File: src/pkg/pbb_pkg.sv
// Purpose: Shared constants and types for the accessory backplane logic
// Assumes: 40 MHz ref_clk, AHB-Lite register access
// Notes: Byte offsets of the word registers and field positions live here
package pbb_pkg;
	// --------------------------------------------------------------
	// Register map (byte offsets)
	// --------------------------------------------------------------
	localparam logic [7:0] PBB_CTRL_OFS = 8'h00;
	localparam logic [7:0] PBB_STAT_OFS = 8'h04;
	localparam logic [7:0] PBB_RDATA_OFS = 8'h08;
	localparam logic [7:0] PBB_WDATA_OFS = 8'h0C;
	localparam logic [7:0] PBB_WADDR_OFS = 8'h10;
	localparam logic [7:0] PBB_SLOT_OFS = 8'h14;
	// Control bits
	localparam int PBB_CTRL_GP = 0;
	localparam int PBB_CTRL_NS = 1;
	localparam int PBB_CTRL_FS = 2;
	localparam int PBB_CTRL_SRQ = 3;
	localparam int PBB_CTRL_OPEN = 4;
	localparam int PBB_CTRL_CLOSE = 5;
	localparam int PBB_CTRL_SUPON = 6;
	localparam logic [31:0] PBB_CTRL_RST = 32'h0000_0000;
	localparam logic [4:0] PBB_SLOT_RST = 5'h00;
	// Bus timing
	localparam int PBB_ACK_LEN = 2;
	// Mains reference: window in whole periods, half period in us
	// Window spans several periods so the wave is really seen
	localparam int PBB_CLK_MHZ = 40;
	localparam int PBB_REF_WIN_PER = 5;
	localparam int PBB_REF_HALF_US = 10000;
	localparam int PBB_REF_HALF_CYC = PBB_REF_HALF_US * PBB_CLK_MHZ;
	localparam int PBB_REF_WIN_CYC = PBB_REF_WIN_PER * 2 * PBB_REF_HALF_CYC;

	// Backplane pins seen by the accessory
	typedef struct packed {
		logic reset_n;
		logic bus_direction;
		logic slot_sel_n;
		logic [4:0] reg_addr_lines;
		logic [15:0] data_in;
		logic poll_request_n;
		logic backplane_trigger_n;
		logic opening_in_n;
	} pbb_bp_in_type;

	// Handshake state, Gray from IDLE through ACK to HOLD, both bits change on return to IDLE
	typedef enum logic [1:0] {
		PBB_IDLE = 2'b00,
		PBB_ACK = 2'b01,
		PBB_HOLD = 2'b11
	} pbb_state_type;
endpackage

File: src/verilog/pbb_top.sv
// Purpose: Accessory side of the plug-in backplane with AHB-Lite regs
// Assumes: Backplane inputs synchronous to ref_clk
// Notes: Open-drain outputs use oe_n, low means pulling the line low
// Notes on behaviour
// - Low reset line resets the accessory
// - Direction high reads, low writes
// - Respond only while own select low
// - Pulse acknowledge low to finish access
// - Five address lines, high means one
// - Sixteen bit bidirectional data bus
// - Poll low starts parallel poll
// - Poll response drives own slot data bit
// - Low trigger starts accessory action
// - General interrupt driven low to request
// - Normal scan interrupt driven low
// - Fast scan interrupt driven low
// - Opening line driven and sensed, held low
// - Closing line low while channel closes
// - Spare positions never driven nor used
// - Three supply status outputs to controller
// - Extender merges supplies onto one line
// - Shared wired failure line across extenders
// - Up to seven extenders, ten slots each
// - Supply lines high in normal operation
// - Mains reference only shortly after power
//
// The register offsets and the AHB-Lite interface to the registers were chosen for this implementation.
`timescale 1ns/1ps
module pbb_top
	import pbb_pkg::*;
(
	// Clock and reset
	input wire logic ref_clk,
	input wire logic resetn,
	// AHB-Lite slave
	input wire logic hsel,
	input wire logic [31:0] haddr,
	input wire logic [1:0] htrans,
	input wire logic hwrite,
	input wire logic [2:0] hsize,
	input wire logic [31:0] hwdata,
	input wire logic hready,
	output logic hreadyout,
	output logic hresp,
	output logic [31:0] hrdata,
	// Backplane inputs, spare positions absent
	input wire pbb_bp_in_type bp_in,
	// Backplane data bus
	output logic [15:0] data_out,
	output logic [15:0] data_oe_n,
	// Open-drain backplane lines
	output logic data_ack_n_oe_n,
	output logic general_irq_n_oe_n,
	output logic normal_scan_irq_n_oe_n,
	output logic fast_scan_irq_n_oe_n,
	output logic opening_oe_n,
	output logic closing_oe_n,
	// Trigger to accessory function
	output logic trigger_pulse,
	// Supply sense and status
	input wire logic raw_ok,
	input wire logic logic_ok,
	output logic raw_supply_good,
	output logic logic_supply_good,
	output logic mains_freq_ref,
	output logic ext_power_fail_oe_n
);
	// --------------------------------------------------------------
	// Reset release
	// --------------------------------------------------------------
	logic [1:0] rst_sync_r;
	logic rst_n;

	// Two stage release of resetn
	// Assert at once, release on a clock edge to avoid recovery races
	always_ff @(posedge ref_clk or negedge resetn) begin
		if (!resetn) begin
			rst_sync_r <= 2'b00;
		end else begin
			rst_sync_r <= {rst_sync_r[0], 1'b1};
		end
	end
	assign rst_n = rst_sync_r[1];

	// Local reset also follows the backplane reset line
	logic bp_rst_r;
	always_ff @(posedge ref_clk or negedge rst_n) begin
		if (!rst_n) begin
			bp_rst_r <= 1'b1;
		end else begin
			bp_rst_r <= ~bp_in.reset_n;
		end
	end

	// --------------------------------------------------------------
	// Registers
	// --------------------------------------------------------------
	logic [31:0] ctrl_r;
	logic [15:0] rdata_r;
	logic [15:0] wdata_r;
	logic [4:0] waddr_r;
	logic [4:0] slot_r;
	logic wr_seen_r;
	logic trig_seen_r;
	logic ph_wr_r;
	logic ph_rd_r;
	logic [7:0] ph_addr_r;
	logic st_sel;

	// Word decode helper
	function automatic logic known_ofs(input logic [7:0] a);
		known_ofs = (a == PBB_CTRL_OFS) || (a == PBB_STAT_OFS) ||
			(a == PBB_RDATA_OFS) || (a == PBB_WDATA_OFS) ||
			(a == PBB_WADDR_OFS) || (a == PBB_SLOT_OFS);
	endfunction

	// Transfer taken when selected, active and the bus is ready
	assign st_sel = hsel & hready & htrans[1];

	// Address phase capture
	// The data phase acts on what is held here, one cycle on
	always_ff @(posedge ref_clk or negedge rst_n) begin
		if (!rst_n) begin
			ph_wr_r <= 1'b0;
			ph_rd_r <= 1'b0;
			ph_addr_r <= 8'h00;
		end else begin
			ph_wr_r <= st_sel & hwrite;
			ph_rd_r <= st_sel & ~hwrite;
			ph_addr_r <= haddr[7:0];
		end
	end

	// Writable registers
	// Backplane reset clears control, keeps read data and slot
	always_ff @(posedge ref_clk or negedge rst_n) begin
		if (!rst_n) begin
			ctrl_r <= PBB_CTRL_RST;
			rdata_r <= 16'h0000;
			slot_r <= PBB_SLOT_RST;
		end else if (bp_rst_r) begin
			ctrl_r <= PBB_CTRL_RST;
		end else if (ph_wr_r) begin
			if (ph_addr_r == PBB_CTRL_OFS)
				ctrl_r <= hwdata;
			if (ph_addr_r == PBB_RDATA_OFS)
				rdata_r <= hwdata[15:0];
			if (ph_addr_r == PBB_SLOT_OFS)
				slot_r <= hwdata[4:0];
		end
	end

	// Read mux
	// Status bits from 0: logic_ok, raw_ok, bp reset, direction,
	// selected, poll, trigger, opening sensed, write seen, trigger seen
	logic [31:0] stat_word;
	assign stat_word = {22'h00_0000, trig_seen_r, wr_seen_r,
		~bp_in.opening_in_n, ~bp_in.backplane_trigger_n,
		~bp_in.poll_request_n, ~bp_in.slot_sel_n,
		bp_in.bus_direction, bp_rst_r, raw_ok, logic_ok};

	always_ff @(posedge ref_clk or negedge rst_n) begin
		if (!rst_n) begin
			hrdata <= 32'h0000_0000;
		end else if (st_sel & ~hwrite) begin
			case (haddr[7:0])
				PBB_CTRL_OFS: hrdata <= ctrl_r;
				PBB_STAT_OFS: hrdata <= stat_word;
				PBB_RDATA_OFS: hrdata <= {16'h0000, rdata_r};
				PBB_WDATA_OFS: hrdata <= {16'h0000, wdata_r};
				PBB_WADDR_OFS: hrdata <= {27'h000_0000, waddr_r};
				PBB_SLOT_OFS: hrdata <= {27'h000_0000, slot_r};
				default: hrdata <= 32'h0000_0000;
			endcase
		end
	end

	// Zero wait, always OKAY
	always_ff @(posedge ref_clk or negedge rst_n) begin
		if (!rst_n) begin
			hreadyout <= 1'b1;
			hresp <= 1'b0;
		end else begin
			hreadyout <= 1'b1;
			hresp <= 1'b0;
		end
	end

	// --------------------------------------------------------------
	// Access handshake
	// --------------------------------------------------------------
	pbb_state_type state_r;
	logic [1:0] ack_cnt_r;
	logic sel_act;
	logic rd_act;
	logic wr_ack;

	// Select counts only outside backplane reset
	assign sel_act = ~bp_in.slot_sel_n & ~bp_rst_r;
	assign rd_act = sel_act & bp_in.bus_direction;
	assign wr_ack = (state_r == PBB_IDLE) & sel_act;

	// Acknowledge pulse once per selection
	always_ff @(posedge ref_clk or negedge rst_n) begin
		if (!rst_n) begin
			state_r <= PBB_IDLE;
			ack_cnt_r <= 2'b00;
		end else begin
			case (state_r)
				PBB_IDLE: begin
					if (sel_act) begin
						state_r <= PBB_ACK;
						ack_cnt_r <= 2'(PBB_ACK_LEN - 1);
					end
				end
				PBB_ACK: begin
					if (ack_cnt_r == 2'b00)
						state_r <= PBB_HOLD;
					else
						ack_cnt_r <= ack_cnt_r - 2'b01;
				end
				PBB_HOLD: begin
					// Wait for deselect so each select gives one pulse
					if (!sel_act)
						state_r <= PBB_IDLE;
				end
				default: state_r <= PBB_IDLE;
			endcase
		end
	end

	// Acknowledge pulled low from a flop while in the pulse state
	always_ff @(posedge ref_clk or negedge rst_n) begin
		if (!rst_n) begin
			data_ack_n_oe_n <= 1'b1;
		end else begin
			data_ack_n_oe_n <= ~(state_r == PBB_ACK);
		end
	end

	// Capture written data and register number
	// Set wins over the clear by a WDATA read
	always_ff @(posedge ref_clk or negedge rst_n) begin
		if (!rst_n) begin
			wdata_r <= 16'h0000;
			waddr_r <= 5'h00;
			wr_seen_r <= 1'b0;
		end else begin
			if (wr_ack & ~bp_in.bus_direction) begin
				wdata_r <= bp_in.data_in;
				waddr_r <= bp_in.reg_addr_lines;
				wr_seen_r <= 1'b1;
			end else if (ph_rd_r & (ph_addr_r == PBB_WDATA_OFS)) begin
				wr_seen_r <= 1'b0;
			end
		end
	end

	// --------------------------------------------------------------
	// Data bus and poll response
	// --------------------------------------------------------------
	logic poll_act;
	logic [15:0] poll_bit;
	assign poll_act = ~bp_in.poll_request_n & ~bp_rst_r &
		ctrl_r[PBB_CTRL_SRQ];
	// Slots past bit 15, as on extenders, never answer a poll
	assign poll_bit = (slot_r < 5'd16) ?
		(16'h0001 << slot_r) : 16'h0000;

	// Read data has priority over the poll answer
	always_ff @(posedge ref_clk or negedge rst_n) begin
		if (!rst_n) begin
			data_out <= 16'h0000;
			data_oe_n <= 16'hFFFF;
		end else if (rd_act) begin
			data_out <= rdata_r;
			data_oe_n <= 16'h0000;
		end else if (poll_act) begin
			data_out <= 16'h0000;
			data_oe_n <= ~poll_bit;
		end else begin
			data_out <= 16'h0000;
			data_oe_n <= 16'hFFFF;
		end
	end

	// --------------------------------------------------------------
	// Interrupts, trigger, multiplexer lines
	// --------------------------------------------------------------
	logic trig_d_r;

	// Interrupt and multiplexer lines follow control bits
	always_ff @(posedge ref_clk or negedge rst_n) begin
		if (!rst_n) begin
			general_irq_n_oe_n <= 1'b1;
			normal_scan_irq_n_oe_n <= 1'b1;
			fast_scan_irq_n_oe_n <= 1'b1;
			opening_oe_n <= 1'b1;
			closing_oe_n <= 1'b1;
		end else begin
			general_irq_n_oe_n <= ~ctrl_r[PBB_CTRL_GP];
			normal_scan_irq_n_oe_n <= ~ctrl_r[PBB_CTRL_NS];
			fast_scan_irq_n_oe_n <= ~ctrl_r[PBB_CTRL_FS];
			opening_oe_n <= ~ctrl_r[PBB_CTRL_OPEN];
			closing_oe_n <= ~ctrl_r[PBB_CTRL_CLOSE];
		end
	end

	// Trigger edge to function, sticky seen flag, set wins
	always_ff @(posedge ref_clk or negedge rst_n) begin
		if (!rst_n) begin
			trig_d_r <= 1'b0;
			trigger_pulse <= 1'b0;
			trig_seen_r <= 1'b0;
		end else begin
			trig_d_r <= ~bp_in.backplane_trigger_n;
			trigger_pulse <= ~bp_in.backplane_trigger_n & ~trig_d_r;
			if (~bp_in.backplane_trigger_n & ~trig_d_r)
				trig_seen_r <= 1'b1;
			else if (ph_rd_r & (ph_addr_r == PBB_STAT_OFS))
				trig_seen_r <= 1'b0;
		end
	end

	// --------------------------------------------------------------
	// Supply status
	// --------------------------------------------------------------
	// Status outputs and mains reference come from the supply block
	pbb_supply u_supply (
		.clk(ref_clk),
		.rst_n(rst_n),
		.raw_ok(raw_ok),
		.logic_ok(logic_ok),
		.raw_supply_good(raw_supply_good),
		.logic_supply_good(logic_supply_good),
		.mains_freq_ref(mains_freq_ref),
		.ext_power_fail_oe_n(ext_power_fail_oe_n)
	);
endmodule

File: src/verilog/pbb_supply.sv
// Purpose: Supply status outputs and extender power merge
// Assumes: Synchronous supply inputs
// Notes: Reference runs only for a short window after power up
`timescale 1ns/1ps
module pbb_supply
	import pbb_pkg::*;
#(
	parameter int REF_WIN_CYC = PBB_REF_WIN_CYC,
	parameter int REF_HALF_CYC = PBB_REF_HALF_CYC
) (
	// Clock and reset
	input wire logic clk,
	input wire logic rst_n,
	// Supply sense
	input wire logic raw_ok,
	input wire logic logic_ok,
	// Status out
	output logic raw_supply_good,
	output logic logic_supply_good,
	output logic mains_freq_ref,
	output logic ext_power_fail_oe_n
);
	logic [31:0] win_r;
	logic [31:0] half_r;

	// Supply lines high while up, merged onto shared line
	always_ff @(posedge clk or negedge rst_n) begin
		if (!rst_n) begin
			raw_supply_good <= 1'b0;
			logic_supply_good <= 1'b0;
			ext_power_fail_oe_n <= 1'b0;
		end else begin
			raw_supply_good <= raw_ok;
			logic_supply_good <= logic_ok;
			ext_power_fail_oe_n <= raw_ok & logic_ok;
		end
	end

	// Square wave for a short window only
	always_ff @(posedge clk or negedge rst_n) begin
		if (!rst_n) begin
			win_r <= 32'h0000_0000;
			half_r <= 32'h0000_0000;
			mains_freq_ref <= 1'b0;
		end else if (win_r < 32'(REF_WIN_CYC)) begin
			win_r <= win_r + 32'h0000_0001;
			if (half_r >= 32'(REF_HALF_CYC - 1)) begin
				half_r <= 32'h0000_0000;
				mains_freq_ref <= ~mains_freq_ref;
			end else begin
				half_r <= half_r + 32'h0000_0001;
			end
		end else begin
			mains_freq_ref <= 1'b0;
		end
	end
endmodule

File: config.mk
export PLATFORM = sky130hd
export DESIGN_NAME = pbb_top
export DESIGN_NICKNAME = d
export VERILOG_FILES = /design/src/pkg/pbb_pkg.sv /design/src/verilog/pbb_top.sv /design/src/verilog/pbb_supply.sv
export SDC_FILE = /design/constraint.sdc
export NUM_CORES = 1
export LEC_CHECK = 0
export BUFFER_PORTS_ARGS = -buffer_cell sky130_fd_sc_hd__clkbuf_2
export CAP_MARGIN = 15
export CELL_PAD_IN_SITES_DETAIL_PLACEMENT = 0
export CELL_PAD_IN_SITES_GLOBAL_PLACEMENT = 1
export CORE_MARGIN = 3
export CORE_UTILIZATION = 34
export CTS_BUF_LIST = sky130_fd_sc_hd__clkbuf_4
export CTS_CLUSTER_DIAMETER = 50
export DETAILED_ROUTE_END_ITERATION = 8
export PLACE_DENSITY_LB_ADDON = 0.1
export SYNTH_ARGS = -nofsm -noshare
export SYNTH_HDL_FRONTEND = slang
export SYNTH_SLANG_ARGS = --single-unit
File: constraint.sdc
create_clock -name ref_clk -period 15.4 [get_ports ref_clk]
set_input_delay 3.08 -clock ref_clk [delete_from_list [all_inputs] [get_ports ref_clk]]
set_output_delay 3.08 -clock ref_clk [all_outputs]
set_load 0.02 [all_outputs]
======== Yosys cells after proc, flatten, opt, wreduce, memory -nomap -nowiden ========
Cells that the tools add are included.
W data, S select, Z words.
cells by class
  shifts and indexed selects .............. 1
  $lt $le $gt $ge ......................... 3
  reduce and logical (&&, ||, !) cells .... 14
  bitwise operators ....................... 31
  eq/ne operators ......................... 16
  multiplexer cells ....................... 21
  add/sub/neg operators ................... 3
operators by type and width
  cell                     number
  $pmux W32 S6             1
  $mux W32                 4
  $add A32 B1 Y32 const B  2
  $mux W16                 4
  $eq A8 B4 Y1 const B     4
  $ge A32 B19 Y1 const B   1
  $lt A32 B22 Y1 const B   1
  $eq A8 B5 Y1 const B     3
  $eq A8 B3 Y1 const B     2
  $logic_not A8 Y1         2
  $not A1 Y1               16
  $not A16 Y16             1
  $shl A1 B5 Y16 const A   1
  $and A1 B1 Y1            14
  $reduce_and A3 Y1        4
  $ne A2 B2 Y1 const B     5
  $reduce_bool A2 Y1       5
  $mux W2                  4
  $mux W1                  6
  $pmux W2 S3              1
  $lt A5 B5 Y1 const B     1
  $logic_not A2 Y1         2
  $pmux W2 S2              1
  $eq A2 B1 Y1 const B     1
  other kinds (3)          3
word-level totals
  register bits ........................... 233
  logic and storage cells ................. 120

======== Longest topological paths before layout ========
  depth in word-level cells ............... 5
  depth in mapped cells ................... 7

======== By module ========
A second synthesis with hierarchy kept.
second synthesis, totals
  cells, all modules ...................... 745
  area, all modules ....................... 9619.2 µm²
by module, submodules not included
  module      area an instance (µm²)  times used  sequential area each (µm²)  cells an instance
  pbb_top     6441.2                  1           4157.7                      445
  pbb_supply  3178.0                  1           1701.6                      300

======== Worst setup path after synthesis ========
Ideal clock, no wire load.
  path type ............................... in2reg
  start point ............................. input haddr[5]
  end point ............................... register hrdata[5]
  cell stages on the path ................. 6
  buffers on the path ..................... 1
  arrival time ............................ 4600 ps
  data required time ...................... 15334 ps
  setup slack ............................. 10734 ps
  setup time .............................. 66 ps
  path through ............................ or4_4 > buf_6 > or3_4 > or2_1 > o22ai_1 > a22o_1
on the way
  longest elaborated chain between the ends .. 2
  elaborated cells between the ends (all ways) .. 7
  classes of those cells .................. 5 x eq/ne; 1 x mux; 1 x reduce/logical
RTL lines
  what                                  RTL line        text
  start: declaration                    pbb_top.sv:37   input wire logic [31:0] haddr,
  $eq A8 B5 Y1 (tied with other cells)  pbb_top.sv:166  case (haddr[7:0])
  $pmux W32 S6 (*)                      pbb_top.sv:166
  end signal: assignment                pbb_top.sv:167  PBB_CTRL_OFS: hrdata <= ctrl_r;
  end signal: assignment                pbb_top.sv:168  PBB_STAT_OFS: hrdata <= stat_word;
  end signal: assignment                pbb_top.sv:169  PBB_RDATA_OFS: hrdata <= {16'h0000, rdata_r};
  end: declaration                      pbb_top.sv:45   output logic [31:0] hrdata,
Mark *: on every way between the ends. The rest lies on a longest branch, timed or not.
A chain may end at the register's enable or synchronous reset.

======== Worst setup path in the final report ========
  start point ............................. input haddr[5]
  end point ............................... register hrdata[21]
Same word-level chain as after synthesis.

==> reports/results.ini <==
[floorplan]
initial_utilization_pct=35.07
die_y_um=173.9
die_x_um=173.9
rows=60
die_area_sq_um=30240
ios=180
placeableCoreArea_sq_um=27330

[placed_design]
io_buffers=149
place_congestion=0.7335
placedCellCount=1314
hpwlAfterDp_mm=16.69
dpl_cell_area_sq_um=10650

[global_route]
grt_pass1_wl_mm=40.75
grt_max_degree=73
grt-ovfl-total=0
antenna_found_initial=5
grt_pass1_vias=7434
grt_use_total_pct=16.85

[route]
wl_mm=25.17
ant_nets=0
drc_errors=0
num_vias=6987
dr.first_iter.drc_count=347
via_per_inst=4.879
avgRoutedWirePerCell_um=17.57
first_pass_iters=5

[setup_path]
startpoint_type=input pin
cp.required_ps=15980
arrival_ps=5040
cp_max_fo=16
max_stage_delay_ps=590
cp_slowest_cell=or4_4
path_class=input pin to flip-flop
end_kind=flip-flop
worstPathCellList=clkbuf_2 > or4_4 > or3_1 > nor2_4 > a22o_1

[synth]
seq_area_frac_synth_pct=61.14
synthArstFlopShare_pct=100.0
synth.top_cells.by_count=210 x dfrtp_1, 111 x nand2_1, 55 x mux2_2
yosysWarnings=0
synth.avg_cell_area_sq_um=11.41
synth_edf_count=0
synthesis.area_sq_um=9584
synth-main-ff-cell=dfrtp_1
synth_most_common_cell=dfrtp_1
synth.top_cell.area_share_pct=54.83
synth-seq-cells=233
ys_top_cells_by_area=dfrtp_1 55%, mux2_2 6.5%, dfstp_2 6.3%
syn_inst=840
synth_area_leader_cell=dfrtp_1
synth_cell_types=58

[sta]
finalCriticalPeriod_ps=4461
slew_headroom_pct=28.75
rsz0062_at_grt=false
tns_ps=0
holdWs_ps=347.0
worst_slew_pin_slew_ps=1066
fin_skew_ps=38.33
hold_viol=0
clock.fmax_mhz=224.2
fin_crit_sh_pct=28.97
setup_viol=0
maxSlewViolCount=0

[clock_tree]
clk_path_buf_depth=3
cts_made_buffers=66
post-cts-setup-buffers=0
cts.repair.resized=0
cts_tree=done
htree_levels=3
cts-hold-fix-buffers=0
cts-root-buf=clkbuf_4
worst_skew_pair.late_latency_ps=650
cts.sinks=233
clk_pin_slew_ps=60

[cells_and_area]
post-route-util_pct=42.34
syn_to_final_growth_pct=20.73
drive_gt1_share_pct=33.99
fin_cells=1432
nNetsFinal=1116
final_area_sq_um=11570

[power]
peakVddDrop_mv=0.04999
power_density_nw_per_um2=122.6
leakage_uw=0.005418

[run_status]
status=finished, final reports clean

[min_path]
hp-class=flip-flop to flip-flop

[flow_run]
cap_violations=0

-- worst paths after layout --
path / from / to / slack, ps / cells after the start
max reg2reg: u_supply.win_r[29] / u_supply.half_r[15] / 12140 / 5
min: rst_sync_r[0] / rst_sync_r[1] / 350 / 0
min reg2reg: rst_sync_r[0] / rst_sync_r[1] / 350 / 0
max in group asynchronous: rst_sync_r[1] / u_supply.half_r[17] / 12840 / 2
max: haddr[5] / hrdata[21] / 10940 / 5
min in group asynchronous: rst_sync_r[1] / wdata_r[13] / 480 / 0
-- power by group --
part	internal (uW)	leakage (uW)	switching [uW]
Sequential	656	0.00301	29.1
Combinational	58.5	0.00186	57.7
Clock	358	0.000541	259
Total	1070	0.00542	345
-- state kept, by name, indices dropped and copies added (netlist names), 2 cells and up --
name	flops
u_supply.half_r	32
rdata_r	16
data_oe_n	16
ack_cnt_r	2
state_r	2
slot_r	5
ph_addr_r	8
rst_sync_r	2
ctrl_r	32
data_out	16
hrdata	32
u_supply.win_r	32
wdata_r	16
waddr_r	5
-- stage by stage --
stage | total power (uW) | setup slack, ps
after floorplan | 770.9 | 8466
after global placement | 813.3 | 10270
after detailed placement | 815.1 | 10240
after CTS | 1448 | 10900
after global routing | 1500 | 10870
final | 1419 | 10940
-- cells in the final DEF (no fill, tap or decap), types with 4 or more instances in the layout --
master    instances
dfstp_2          23
nand2_1         111
buf_4            13
nor3_1            5
nor2_1           22
a221o_1           4
nor4_1            9
and3_1           26
dfrtp_1         209
clkinv_1          7
o22ai_1          13
inv_1            28
o21ai_0          14
a31oi_1          16
clkbuf_4        105
a22oi_1          11
nand4_1          25
clkbuf_2        149
o31ai_1           9
a21oi_1          48
nand3_1          25
nand2b_1          4
mux2i_1          10
nor2b_1           5
a22o_1           23
mux2_2           55
xnor2_1          20
and2_1           15
-- critical path: cells and delay by family --
kind            cells  cell delay, ps
compound gates      1             210
simple gates        3            1640
buf+inv             1             100
-- logic make-up (layout without fill, tap and decap cells) --
logic type	count (synthesis)	after routing	synth area share, %
xor+xnor	20	20	1.828
other cells	2	4	0.07836
simple gates	269	269	14.23
mux	65	65	7.507
fa+ha+maj	4	4	0.4961
flops	233	233	61.14
compound gates	158	158	10.93
buf+inv	89	307	3.799
-- routing by layer --
layer | share of wire, % | vias to the layer above | global-route usage (%)
li1 | - | 3359 | -
met1 | 44 | 3398 | 21.53
met2 | 47 | 176 | 26.83
met3 | 7.3 | 46 | 6.444
met4 | 1.6 | 8 | 4.692
met5 | 0.22 | - | 0
-- final cells by class --
class / count / area [sq um]
antenna: 1 / 2.502
sequential: 233 / 5863
clock buffer: 105 / 788.3
fill: 2769 / 15760
timing repair buffer: 162 / 843.3
inverter: 28 / 105.1
clock inverter: 12 / 127.6
tap: 372 / 465.4
multi-input combinational: 519 / 3376
No activity file was read; power rests on OpenSTA's default activity.
